===== config.mk =====
export PLATFORM = sky130hd
export DESIGN_NAME = external_area_address_decoder
export DESIGN_NICKNAME = d
export VERILOG_FILES = /design/src/design/ead_pkg.sv /design/src/design/external_area_address_decoder.sv /design/src/design/pin_sync.sv /design/src/design/area_decode.sv
export SDC_FILE = /design/constraint.sdc
export NUM_CORES = 1
export LEC_CHECK = 0
export BUFFER_PORTS_ARGS = -buffer_cell sky130_fd_sc_hd__buf_2
export CORE_ASPECT_RATIO = 0.6
export CORE_MARGIN = 2
export CORE_UTILIZATION = 52
export CTS_CLUSTER_SIZE = 20
export DETAILED_ROUTE_END_ITERATION = 10
export GPL_ROUTABILITY_DRIVEN = 0
export PLACE_DENSITY_LB_ADDON = 0.05
export SYNTH_ARGS = -nofsm -noshare
export SYNTH_HDL_FRONTEND = slang
export SYNTH_HIERARCHICAL = 1
export SYNTH_SLANG_ARGS = --single-unit
export TNS_END_PERCENT = 5

===== constraint.sdc =====
create_clock -name pclk -period 2.8 [get_ports pclk]
set_clock_uncertainty 0.15 [all_clocks]
set_input_delay 0.14 -clock pclk [delete_from_list [all_inputs] [get_ports pclk]]
set_output_delay 0.14 -clock pclk [all_outputs]
set_load 0.02 [all_outputs]

===== src/design/ead_pkg.sv =====
// Constants and types shared by the external area address decoder
package ead_pkg;

  // ----------------------------------------------------------------
  // Area layout
  // ----------------------------------------------------------------
  localparam int          NUM_AREAS     = 8;
  localparam int          IDX_W         = 3;
  localparam int          CODE_MSB      = 28;
  localparam int          CODE_LSB      = 26;
  localparam int          SEG_MSB       = 31;
  localparam int          SEG_LSB       = 29;
  localparam int          HALF_BIT      = 25;
  localparam logic [2:0]  SEG_ONCHIP_IO = 3'h7;

  // Area codes seen on address bits 28..26
  localparam logic [2:0]  CODE_A0       = 3'h0;
  localparam logic [2:0]  CODE_A1       = 3'h1;
  localparam logic [2:0]  CODE_A2       = 3'h2;
  localparam logic [2:0]  CODE_A3       = 3'h3;
  localparam logic [2:0]  CODE_A4       = 3'h4;
  localparam logic [2:0]  CODE_A5       = 3'h5;
  localparam logic [2:0]  CODE_A6       = 3'h6;
  localparam logic [2:0]  CODE_A7       = 3'h7;

  // Select index: 0=A0 1=A2 2=A3 3=A4 4=A5A 5=A5B 6=A6A 7=A6B
  localparam logic [2:0]  IDX_A0        = 3'h0;
  localparam logic [2:0]  IDX_A2        = 3'h1;
  localparam logic [2:0]  IDX_A3        = 3'h2;
  localparam logic [2:0]  IDX_A4        = 3'h3;
  localparam logic [2:0]  IDX_A5A       = 3'h4;
  localparam logic [2:0]  IDX_A5B       = 3'h5;
  localparam logic [2:0]  IDX_A6A       = 3'h6;
  localparam logic [2:0]  IDX_A6B       = 3'h7;

  // ----------------------------------------------------------------
  // Widths and memory kinds
  // ----------------------------------------------------------------
  typedef logic [1:0] width_t;
  typedef logic [2:0] kind_t;

  localparam width_t      W_BAD         = 2'h0;
  localparam width_t      W8            = 2'h1;
  localparam width_t      W16           = 2'h2;
  localparam width_t      W32           = 2'h3;

  localparam kind_t       K_NORMAL      = 3'h0;
  localparam kind_t       K_BURST_ROM   = 3'h1;
  localparam kind_t       K_SDRAM       = 3'h2;
  localparam kind_t       K_BYTE_SRAM   = 3'h3;
  localparam kind_t       K_MUX_IO      = 3'h4;

  // ----------------------------------------------------------------
  // Register map (APB byte addresses) and fields
  // ----------------------------------------------------------------
  localparam logic [11:0] OFS_BCR_BASE  = 12'h000;
  localparam logic [11:0] OFS_BCR_LAST  = 12'h01C;
  localparam logic [11:0] OFS_STATUS    = 12'h020;
  localparam int          BCR_WIDTH_LSB = 0;
  localparam int          BCR_KIND_LSB  = 2;
  localparam int          ST_WIDTH_LSB  = 0;
  localparam int          ST_DONE_BIT   = 2;
  localparam int          ST_BAD_BIT    = 3;
  localparam int          ST_CODE_LSB   = 4;
  localparam int          ST_RES_BIT    = 7;
  localparam int          ST_IO_BIT     = 8;

  localparam width_t      RST_WIDTH     = W16;
  localparam kind_t       RST_KIND      = K_NORMAL;

  // Cycles the mode pins need to pass the synchroniser after reset
  localparam logic [1:0]  STRAP_SETTLE  = 2'h2;

endpackage


===== src/design/external_area_address_decoder.sv =====
// External area address decoder with APB bus control registers
//
// Functional notes
// Eight external areas, own kind and width
// Area chosen from address bits 28..26
// Address bits 31..29 ignored for area
// Shadow copies reach the same area
// Area 0 width from mode pins
// Other areas width from bus control registers
// Software: SDRAM only 16/32, areas 2,3
// Software: area 5B multiplexed I/O is 16
// Areas 5B, 6A, 6B limited to 8/16
// Software: ports A/B need 8/16 widths
// Software never touches reserved area 7
// Software uses uncached segment for area 1
// On-chip I/O segment has no shadows
// Fixed area bases and sizes
// One active-low select per external area
module external_area_address_decoder #(
  parameter int ADDR_W = 12
) (
  input  wire logic              pclk,               // Bus clock
  input  wire logic              presetn,            // Power-on reset, active low
  input  wire logic              clk_en,             // Clock enable
  input  wire logic              psel,               // APB select
  input  wire logic              penable,            // APB enable
  input  wire logic              pwrite,             // APB write
  input  wire logic [ADDR_W-1:0] paddr,              // APB address
  input  wire logic [31:0]       pwdata,             // APB write data
  output logic      [31:0]       prdata,             // APB read data
  output logic                   pready,             // APB ready
  output logic                   pslverr,            // APB error
  input  wire logic              area0_width_sel_lo, // Area 0 width pin, low
  input  wire logic              area0_width_sel_hi, // Area 0 width pin, high
  input  wire logic              req_valid,          // Access request
  input  wire logic [31:0]       req_addr,           // Access physical address
  output logic                   area0_select_n,     // Area 0 select
  output logic                   area2_select_n,     // Area 2 select
  output logic                   area3_select_n,     // Area 3 select
  output logic                   area4_select_n,     // Area 4 select
  output logic                   area5a_select_n,    // Area 5A select
  output logic                   area5b_select_n,    // Area 5B select
  output logic                   area6a_select_n,    // Area 6A select
  output logic                   area6b_select_n,    // Area 6B select
  output logic                   acc_valid,          // Decoded access valid
  output logic      [1:0]        acc_width,          // Decoded bus width
  output logic      [2:0]        acc_kind,           // Decoded memory kind
  output logic                   acc_internal_io,    // Access to area 1
  output logic                   acc_reserved,       // Access to area 7
  output logic                   acc_onchip_io,      // Access to on-chip I/O
  output logic                   strap_done,         // Area 0 width captured
  output logic                   strap_prohibited    // Pins held code 00
);

  // ----------------------------------------------------------------
  // State
  // ----------------------------------------------------------------
  typedef struct packed {
    // Per-area settings
    logic [7:0][1:0] width;
    logic [7:0][2:0] kind;
    // Area 0 width capture
    logic [1:0]      strap_cnt;
    logic            strap_done;
    logic            strap_bad;
    // APB response
    logic            pready;
    logic            pslverr;
    logic [31:0]     prdata;
    // Decoded access
    logic [7:0]      sel_n;
    logic            acc_valid;
    logic [1:0]      acc_width;
    logic [2:0]      acc_kind;
    logic            acc_internal;
    logic            acc_reserved;
    logic            acc_onchip;
    // Last request, for status
    logic [2:0]      last_code;
    logic            last_res;
    logic            last_onchip;
  } state_t;

  localparam state_t ST_RST = '{
    width:   {8{ead_pkg::RST_WIDTH}},
    kind:    {8{ead_pkg::RST_KIND}},
    sel_n:   8'hFF,
    default: '0
  };

  state_t q;
  state_t d;

  // ----------------------------------------------------------------
  // Legality checks
  // ----------------------------------------------------------------
  // Width legal for this select
  function automatic logic width_ok(
    input logic [2:0] idx,
    input logic [1:0] w
  );
    width_ok = w != ead_pkg::W_BAD;
    if (idx >= ead_pkg::IDX_A5B && w == ead_pkg::W32) begin
      width_ok = 1'b0;
    end
  endfunction

  // Kinds each select may carry
  function automatic logic kind_ok(
    input logic [2:0] idx,
    input logic [2:0] k
  );
    kind_ok = k == ead_pkg::K_NORMAL;
    unique case (idx)
      ead_pkg::IDX_A0:  kind_ok = kind_ok || k == ead_pkg::K_BURST_ROM;
      ead_pkg::IDX_A2,
      ead_pkg::IDX_A3:  kind_ok = kind_ok || k == ead_pkg::K_SDRAM;
      ead_pkg::IDX_A4:  kind_ok = kind_ok || k == ead_pkg::K_BURST_ROM
                                          || k == ead_pkg::K_BYTE_SRAM;
      ead_pkg::IDX_A5B: kind_ok = kind_ok || k == ead_pkg::K_MUX_IO
                                          || k == ead_pkg::K_BYTE_SRAM;
      default:          kind_ok = kind_ok;
    endcase
  endfunction

  // Pairs the far side cannot use
  function automatic logic combo_ok(
    input logic [1:0] w,
    input logic [2:0] k
  );
    combo_ok = 1'b1;
    if (k == ead_pkg::K_SDRAM && w == ead_pkg::W8) begin
      combo_ok = 1'b0;
    end
    if (k == ead_pkg::K_MUX_IO && w != ead_pkg::W16) begin
      combo_ok = 1'b0;
    end
  endfunction

  // ----------------------------------------------------------------
  // Pin synchroniser and address decoder
  // ----------------------------------------------------------------
  logic [1:0] pins_s;

  logic [2:0] dec_code;
  logic [2:0] dec_idx;
  logic       dec_ext;
  logic       dec_internal;
  logic       dec_reserved;
  logic       dec_onchip;

  pin_sync #(
    .W     (2)
  ) u_pin_sync (
    .clk   (pclk),
    .rst_n (presetn),
    .en    (clk_en),
    .d     ({area0_width_sel_hi, area0_width_sel_lo}),
    .q     (pins_s)
  );

  area_decode u_area_decode (
    .addr        (req_addr),
    .area_code   (dec_code),
    .sel_idx     (dec_idx),
    .ext_hit     (dec_ext),
    .internal_io (dec_internal),
    .reserved    (dec_reserved),
    .onchip_io   (dec_onchip)
  );

  // ----------------------------------------------------------------
  // Next state
  // ----------------------------------------------------------------
  logic [2:0]  reg_idx;
  logic        bcr_hit;
  logic        st_hit;
  logic [1:0]  wr_width;
  logic [2:0]  wr_kind;
  logic        wr_ok;
  logic        access;
  logic [31:0] rd_val;

  always_comb begin
    // APB address decode
    reg_idx  = paddr[4:2];
    bcr_hit  = paddr >= ADDR_W'(ead_pkg::OFS_BCR_BASE)
               && paddr <= ADDR_W'(ead_pkg::OFS_BCR_LAST)
               && paddr[1:0] == 2'h0;
    st_hit   = paddr == ADDR_W'(ead_pkg::OFS_STATUS);
    wr_kind  = pwdata[ead_pkg::BCR_KIND_LSB +: 3];
    // Area 0 width belongs to the pins and ignores writes
    wr_width = (reg_idx == ead_pkg::IDX_A0) ? q.width[0]
                                            : pwdata[ead_pkg::BCR_WIDTH_LSB +: 2];
    wr_ok    = kind_ok(reg_idx, wr_kind)
               && combo_ok(wr_width, wr_kind)
               && (reg_idx == ead_pkg::IDX_A0 || width_ok(reg_idx, wr_width));
    access   = psel && penable;

    // Read view of the addressed register
    rd_val   = '0;
    if (bcr_hit) begin
      rd_val[ead_pkg::BCR_WIDTH_LSB +: 2] = q.width[reg_idx];
      rd_val[ead_pkg::BCR_KIND_LSB +: 3]  = q.kind[reg_idx];
    end else if (st_hit) begin
      rd_val[ead_pkg::ST_WIDTH_LSB +: 2] = q.width[0];
      rd_val[ead_pkg::ST_DONE_BIT]       = q.strap_done;
      rd_val[ead_pkg::ST_BAD_BIT]        = q.strap_bad;
      rd_val[ead_pkg::ST_CODE_LSB +: 3]  = q.last_code;
      rd_val[ead_pkg::ST_RES_BIT]        = q.last_res;
      rd_val[ead_pkg::ST_IO_BIT]         = q.last_onchip;
    end

    d         = q;
    d.pready  = 1'b0;
    d.pslverr = 1'b0;

    // Area 0 width caught once the pins have crossed the synchroniser
    if (!q.strap_done) begin
      if (q.strap_cnt == ead_pkg::STRAP_SETTLE) begin
        d.width[0]   = pins_s;
        d.strap_bad  = pins_s == ead_pkg::W_BAD;
        d.strap_done = 1'b1;
      end else begin
        d.strap_cnt = q.strap_cnt + 2'h1;
      end
    end

    // APB: one wait state, then completion
    if (access && !q.pready) begin
      d.pready  = 1'b1;
      d.prdata  = rd_val;
      d.pslverr = !(bcr_hit || st_hit)
                  || (pwrite && st_hit)
                  || (pwrite && bcr_hit && !wr_ok);
    end
    if (access && q.pready && pwrite && bcr_hit && wr_ok) begin
      d.kind[reg_idx]  = wr_kind;
      d.width[reg_idx] = wr_width;
    end

    // Access decode, registered one cycle after the request
    d.acc_valid    = req_valid;
    d.sel_n        = 8'hFF;
    d.acc_width    = ead_pkg::W_BAD;
    d.acc_kind     = ead_pkg::K_NORMAL;
    d.acc_internal = req_valid && dec_internal;
    d.acc_reserved = req_valid && dec_reserved;
    d.acc_onchip   = req_valid && dec_onchip;
    if (req_valid) begin
      d.last_code   = dec_code;
      d.last_res    = dec_reserved;
      d.last_onchip = dec_onchip;
      if (dec_ext) begin
        d.sel_n     = ~(8'h01 << dec_idx);
        d.acc_width = q.width[dec_idx];
        d.acc_kind  = q.kind[dec_idx];
      end
    end
  end

  // ----------------------------------------------------------------
  // Registers
  // ----------------------------------------------------------------
  always_ff @(posedge pclk or negedge presetn) begin
    if (!presetn) begin
      q <= ST_RST;
    end else if (clk_en) begin
      q <= d;
    end
  end

  // ----------------------------------------------------------------
  // Outputs
  // ----------------------------------------------------------------
  // APB response
  assign prdata           = q.prdata;
  assign pready           = q.pready;
  assign pslverr          = q.pslverr;

  // Selects, active low
  assign area0_select_n   = q.sel_n[ead_pkg::IDX_A0];
  assign area2_select_n   = q.sel_n[ead_pkg::IDX_A2];
  assign area3_select_n   = q.sel_n[ead_pkg::IDX_A3];
  assign area4_select_n   = q.sel_n[ead_pkg::IDX_A4];
  assign area5a_select_n  = q.sel_n[ead_pkg::IDX_A5A];
  assign area5b_select_n  = q.sel_n[ead_pkg::IDX_A5B];
  assign area6a_select_n  = q.sel_n[ead_pkg::IDX_A6A];
  assign area6b_select_n  = q.sel_n[ead_pkg::IDX_A6B];

  // Decoded access
  assign acc_valid        = q.acc_valid;
  assign acc_width        = q.acc_width;
  assign acc_kind         = q.acc_kind;
  assign acc_internal_io  = q.acc_internal;
  assign acc_reserved     = q.acc_reserved;
  assign acc_onchip_io    = q.acc_onchip;

  // Area 0 width capture
  assign strap_done       = q.strap_done;
  assign strap_prohibited = q.strap_bad;

endmodule // external_area_address_decoder


===== src/design/pin_sync.sv =====
// Two flip-flop synchroniser for pin inputs
module pin_sync #(
  parameter int W = 2
) (
  input  wire logic         clk,     // Bus clock
  input  wire logic         rst_n,   // Asynchronous reset, active low
  input  wire logic         en,      // Clock enable
  input  wire logic [W-1:0] d,       // Asynchronous input
  output logic      [W-1:0] q        // Synchronised output
);

  typedef struct packed {
    logic [W-1:0] s1;
    logic [W-1:0] s2;
  } sync_t;

  sync_t sq;
  sync_t sd;

  always_comb begin
    sd    = sq;
    sd.s1 = d;
    sd.s2 = sq.s1;
  end

  always_ff @(posedge clk or negedge rst_n) begin
    if (!rst_n) begin
      sq <= '0;
    end else if (en) begin
      sq <= sd;
    end
  end

  assign q = sq.s2;

endmodule // pin_sync


===== src/design/area_decode.sv =====
// Physical address to external area decoder
module area_decode (
  input  wire logic [31:0] addr,        // Physical address
  output logic      [2:0]  area_code,   // Area code from bits 28..26
  output logic      [2:0]  sel_idx,     // Index of the external select
  output logic             ext_hit,     // Address hits an external area
  output logic             internal_io, // Area 1 internal registers
  output logic             reserved,    // Area 7 or one of its shadows
  output logic             onchip_io    // On-chip I/O segment
);

  always_comb begin
    area_code   = addr[ead_pkg::CODE_MSB:ead_pkg::CODE_LSB];
    onchip_io   = addr[ead_pkg::SEG_MSB:ead_pkg::SEG_LSB]
                  == ead_pkg::SEG_ONCHIP_IO;
    internal_io = !onchip_io && area_code == ead_pkg::CODE_A1;
    reserved    = !onchip_io && area_code == ead_pkg::CODE_A7;
    ext_hit     = !onchip_io && !internal_io && !reserved;
    unique case (area_code)
      ead_pkg::CODE_A2: sel_idx = ead_pkg::IDX_A2;
      ead_pkg::CODE_A3: sel_idx = ead_pkg::IDX_A3;
      ead_pkg::CODE_A4: sel_idx = ead_pkg::IDX_A4;
      ead_pkg::CODE_A5: sel_idx = addr[ead_pkg::HALF_BIT] ? ead_pkg::IDX_A5B
                                                          : ead_pkg::IDX_A5A;
      ead_pkg::CODE_A6: sel_idx = addr[ead_pkg::HALF_BIT] ? ead_pkg::IDX_A6B
                                                          : ead_pkg::IDX_A6A;
      default:          sel_idx = ead_pkg::IDX_A0;
    endcase
  end

endmodule // area_decode


[Yosys cells after proc, flatten, opt, wreduce, memory -nomap -nowiden]
Cells that the tools add are included.
Storage, ports and cells
  flip-flop bits (word level): 81
  bits of input ports: 85
  output and inout bits: 53
  word-level logic and storage cells: 151
Operators by class
  $add $sub $neg: 1
  order comparisons: 6
  equality and inequality tests: 21
  shift-type cells: 1
  multiplexer cells: 35
  bitwise operators: 3
  reductions and logical operators: 50
Operators with widths (count)
  2-to-1 mux 34 bit: 1
  2-to-1 mux 26 bit: 1
  bitwise mux 24 bit: 1
  logical AND 1 bit: 24
  == test 3 bit (second input constant): 7
  binary-select mux 3 bit (select 3 bit): 2
  == test 3 x 2 -> 1 bit (second input constant): 6
  bitwise mux 16 bit: 1
  2-to-1 mux 2 bit: 8
  2-to-1 mux 8 bit: 2
  2-to-1 mux 5 bit: 3
  case mux 3 bit (5 select lines): 1
  binary-select mux 2 bit (select 3 bit): 2
  == test 12 x 6 -> 1 bit (second input constant): 1
  greater-or-equal comparator 12 x 1 -> 1 bit (second input constant): 1
  <= comparator 12 x 5 -> 1 bit (second input constant): 1
  demux 3 bit (select 3 bit): 1
  == test 3 x 1 -> 1 bit (second input constant): 3
  logical OR 1 bit: 9
  2-to-1 mux 3 bit: 3
  2-to-1 mux 9 bit: 1
  < comparator 3 x 4 -> 1 bit (second input constant): 2
  NOT 8 bit: 1
  << shifter 1 x 3 -> 8 bit (first input constant): 1
  other kinds (18): 34

[Logic depth before layout (Yosys ltp)]
  word-level depth: 12
  mapped depth: 8

[Modules after synthesis]
The synthesis kept the hierarchy.
Modules (own cells, without submodules)
  external_area_address_decoder: times used 1, cells each 348, area each 4146.5 um2, seq. area each 1946.9 um2
  pin_sync: times used 1, cells each 8, area each 145.1 um2, seq. area each 100.1 um2
  area_decode: times used 1, cells each 18, area each 128.9 um2, seq. area each 0.0 um2

[Least setup slack after synthesis]
No wires, ideal clock.
  path type: input to register
  from: input port paddr[10]
  to: register q[92] (netlist bit)
  setup time: 125 ps
  arrival: 2095 ps
  data required time: 2525 ps
  slack: 430 ps
  stages on the path: 6
  buffers on the path: 1
  cells stage by stage: or4_4 or4_4 buf_6 nor4_1 and3_2 mux2_2
Between the ends
  cells in the longest elaborated chain, start to end: 6
  elaborated cells between the ends (all ways): 7
  classes of those cells: order compare: 2; reduce/logical: 5
Ends and longest elaborated chain
  start: declaration: RTL line external_area_address_decoder.sv:28  | input wire logic [ADDR_W-1:0] paddr,
  greater-or-equal comparator 12 x 1 -> 1 bit / <= comparator 12 x 5 -> 1 bit (equally long branches): RTL line external_area_address_decoder.sv:187, external_area_address_decoder.sv:188
  logical AND 1 bit (*): RTL line external_area_address_decoder.sv:188  | && paddr <= ADDR_W'(ead_pkg::OFS_BCR_LAST)
  logical AND 1 bit (*): RTL line external_area_address_decoder.sv:189  | && paddr[1:0] == 2'h0;
  logical AND 1 bit (*) (2 in series): RTL line external_area_address_decoder.sv:237  | if (access && q.pready && pwrite && bcr_hit && wr_ok) begin
  AND reduction 2 bit (no source line) (*)
  end signal: assignment: RTL line external_area_address_decoder.sv:267  | q <= ST_RST;
  end signal: assignment: RTL line external_area_address_decoder.sv:269  | q <= d;
  end: declaration: RTL line external_area_address_decoder.sv:91  | state_t q;
Mark *: on every way between the ends. The rest lies on a longest branch, timed or not.
A chain may end at the register's enable or synchronous reset.

[Worst setup path in the final report]
  from: register q[85] (netlist bit)
  to: register q[92] (netlist bit)
Between the ends
  cells in the longest elaborated chain, start to end: 9
  elaborated cells between the ends (all ways): 16
  classes of those cells: eq/ne: 3; mux: 4; reduce/logical: 9
Ends and longest elaborated chain
  2-to-1 mux 2 bit (*): RTL line external_area_address_decoder.sv:193  | wr_width = (reg_idx == ead_pkg::IDX_A0) ? q.width[0]
  == test 2 x 1 -> 1 bit: RTL line external_area_address_decoder.sv:132  | if (k == ead_pkg::K_SDRAM && w == ead_pkg::W8) begin
  logical AND 1 bit: RTL line external_area_address_decoder.sv:132
  2-to-1 mux 1 bit: RTL line external_area_address_decoder.sv:132
  2-to-1 mux 1 bit: RTL line external_area_address_decoder.sv:135  | if (k == ead_pkg::K_MUX_IO && w != ead_pkg::W16) begin
  logical AND 1 bit: RTL line external_area_address_decoder.sv:196  | && combo_ok(wr_width, wr_kind)
  logical AND 1 bit (*): RTL line external_area_address_decoder.sv:197  | && (reg_idx == ead_pkg::IDX_A0 || width_ok(reg_idx, wr_width));
  logical AND 1 bit (*): RTL line external_area_address_decoder.sv:237
  AND reduction 2 bit (no source line) (*)
Marks and branches as above.

==> results.yml <==
global_routing:
  grt_pass1_wl_um: 15600
  overflow: 0
  grt_pass1_vias: 2853
  grt_max_degree: 78
  grt_usage: 0.229
  antenna_found_initial: 0
sta:
  rsz0062_at_grt: "false"
  drv_slew: 0
  worst_pin_slew_ns: 0.945
  hold_viol_final: 0
  fin_setup_tns_ns: 0
  slew_headroom: 0.370
  finalCriticalPeriod_ns: 2.60
  fmax_mhz: 385
  period_share: 0.927
  setup_viol: 0
route:
  dr.pass1.iters: 4
  postRouteAntennaNets: 0
  route.final.wire_length_um: 10000
  vias_per_cell: 5.59
  vias: 3049
  wl_per_cell_um: 18.4
  route.detailed.drc: 0
  drtIter0Drc: 193
setup_path:
  start_kind: "register"
  worstSetupPathType: "reg -> reg"
  crit_fanout: 7
  crit_chain: "nor4b_1, o311ai_0, a32oi_1, a21o_1, and3_2, mux2_2"
  end_kind: "register"
  critPathSlowestCell: "dfstp_2"
  cp_slowest_stage_delay_ns: 0.54
  required_ns: 2.87
  rr_worst_depth: 6
  arrival_ns: 2.67
finish:
  nNetsFinal: 518
  area_growth_pct: 14.1
  post-route-util: 0.625
  n_antenna_cell: 0
  drive_above_1_share: 0.407
  mostFrequentLayoutCells: "dfrtp_1, buf_2, nand2_1, mux2_2, conb_1"
  layout_commonest_cell: "dfrtp_1"
power_and_ir_drop:
  p_leak_nw: 2.32
  power_density_nw_per_um2: 568
  ir_worst_vdd_uv: 271
synth:
  yosysUniqueCellTypes: 62
  async_reset_ff_frac: 1.00
  yosys_warnings: 6
  synthesis.area_um2: 4420
  synth_edf_count: 0
  ys_seq_area_frac: 0.463
  synth-main-ff-cell: "dfrtp_1"
  syn_avg_cell_area_um2: 11.8
  ys_ff_latch: 81
  synthCells: 374
floorplan:
  core_um2: 8070
  pin_count: 138
  die_y_um: 75.4
  rows: 25
  die_w_um: 123
  initial_core_util: 0.548
  dieArea_um2: 9280
cts:
  clk_latency_ns: 0.33
  cts_made_buffers: 9
  postCtsSetupRepairBufs: 0
  clk_pin_slew_ns: 0.06
  h-tree-depth: 3
  cts_sinks: 81
  clockBufferDepth: 2
  cts_tree: "yes"
  clock-root-buffer: "clkbuf_16"
job:
  drv_cap: 0
worst_hold_path:
  min_path_cells: 2
  min_path_type: "in -> reg"
placed_design:
  post-dp-hpwl_um: 7160
  portBuffers: 62
status:
  status: "complete, no violations"
==> logic make-up (layout without fill, tap and decap cells) <==
group	after synthesis	after routing	synth area share
other	1	23	0.000848
XOR/XNOR	2	2	0.00396
flip-flops	81	81	0.463
multiplexers	62	62	0.204
buffers and inverters	70	111	0.0960
adder cells (fa/ha/maj)	1	1	0.00283
AO/OA/AOI/OAI	55	55	0.0906
AND/OR/NAND/NOR	102	102	0.139
==> state kept, by name, summed over array words and instances (netlist names), 2 cells and up <==
register and count:
prdata 9, acc_width 2, u_pin_sync/q 2, acc_kind 3, u_pin_sync/sd 2, q 47
==> worst max-delay path: cells and delay by family, from the launching register on <==
| family | cells | cell delay (ns) |
|---|---|---|
| simple gates | 2 | 0.75 |
| flops | 1 | 0.54 |
| mux | 1 | 0.35 |
| compound gates | 3 | 0.70 |
==> synthesized netlist by cell type (2+ instances only) <==
cell	instances	share of area
a21o_1	3	0.0051
a21oi_1	6	0.0068
a311oi_1	2	0.0040
and2_1	12	0.017
buf_1	4	0.0034
buf_2	3	0.0034
buf_4	40	0.068
clkbuf_1	10	0.0085
dfrtp_1	65	0.37
dfstp_2	16	0.095
inv_1	11	0.0093
mux2_1	2	0.0051
mux2_2	31	0.079
mux2i_1	10	0.023
mux4_2	19	0.097
nand2_1	31	0.026
nand2b_1	6	0.0085
nand3_1	5	0.0057
nand3_2	3	0.0068
nand4_1	3	0.0042
nor2_1	10	0.0085
nor2b_1	8	0.011
nor3_1	3	0.0034
nor4_1	2	0.0028
o21ai_0	16	0.018
o22a_1	3	0.0059
o2bb2ai_1	6	0.012
o31ai_1	4	0.0068
o32a_1	4	0.0091
or3_1	2	0.0028
or4_4	3	0.0076
==> metal layers <==
metal  GRT usage  vias to the layer above  share of wire
li1            -                     1419              -
met1       0.334                     1514           0.48
met2       0.342                      103           0.44
met3      0.0681                       13          0.073
met4      0.0530                        0          0.010
met5           0                        -              0
==> repair_timing <==
| item | 4_1_cts | 5_1_grt |
|---|---|---|
| resized for setup | 0 | 1 |
| endpoints found under the hold margin | 69 | 0 |
| hold buffers | 5 | 0 |
| endpoints found under the setup margin | 0 | 2 |
==> report_power, final <==
| part | switching (mW) | internal, mW |
|---|---|---|
| registers | 0.0475 | 1.24 |
| logic | 0.246 | 0.162 |
| clock network | 0.453 | 0.711 |
| total | 0.747 | 2.12 |
==> layout make-up <==
type	count	area, um2
Fill cell	677	3030
Sequential cell	81	2050
Clock inverter	5	55.1
Timing Repair Buffer	83	483
Inverter	12	45.0
Clock buffer	11	243
Multi-Input combinational cell	245	2040
Tap cell	108	135
==> worst paths after layout <==
path	startpoint	slack, ns	to
worst max-delay path	q[85]$_DFFE_PN1P_	0.20	q[92]$_DFFE_PN0P_
worst min-delay path	pwdata[3]	0.02	q[67]$_DFFE_PN0P_
worst max register to register	q[85]$_DFFE_PN1P_	0.20	q[92]$_DFFE_PN0P_
worst min register to register	q[58]$_DFFE_PN0P_	0.32	q[58]$_DFFE_PN0P_
max in group asynchronous	presetn	1.44	area6b_select_n$_DFFE_PN1P_
min in group asynchronous	presetn	0.34	q[94]$_DFFE_PN0P_
==> through the flow <==
stage	setup WS (ns)	hold WS [ns]	std cells	area, um2	total power, mW
final	0.205	0.0187	545	5040	2.86
after CTS	0.166	0.0104	545	5040	2.89
after floorplan	0.430	-0.306	396	4500	1.58
after global placement	0.119	0.203	524	4690	1.70
after detailed placement	0.181	0.203	524	4690	1.71
after global routing	0.0275	0.0233	545	5040	2.98
Power figures use the tool's default switching activity.
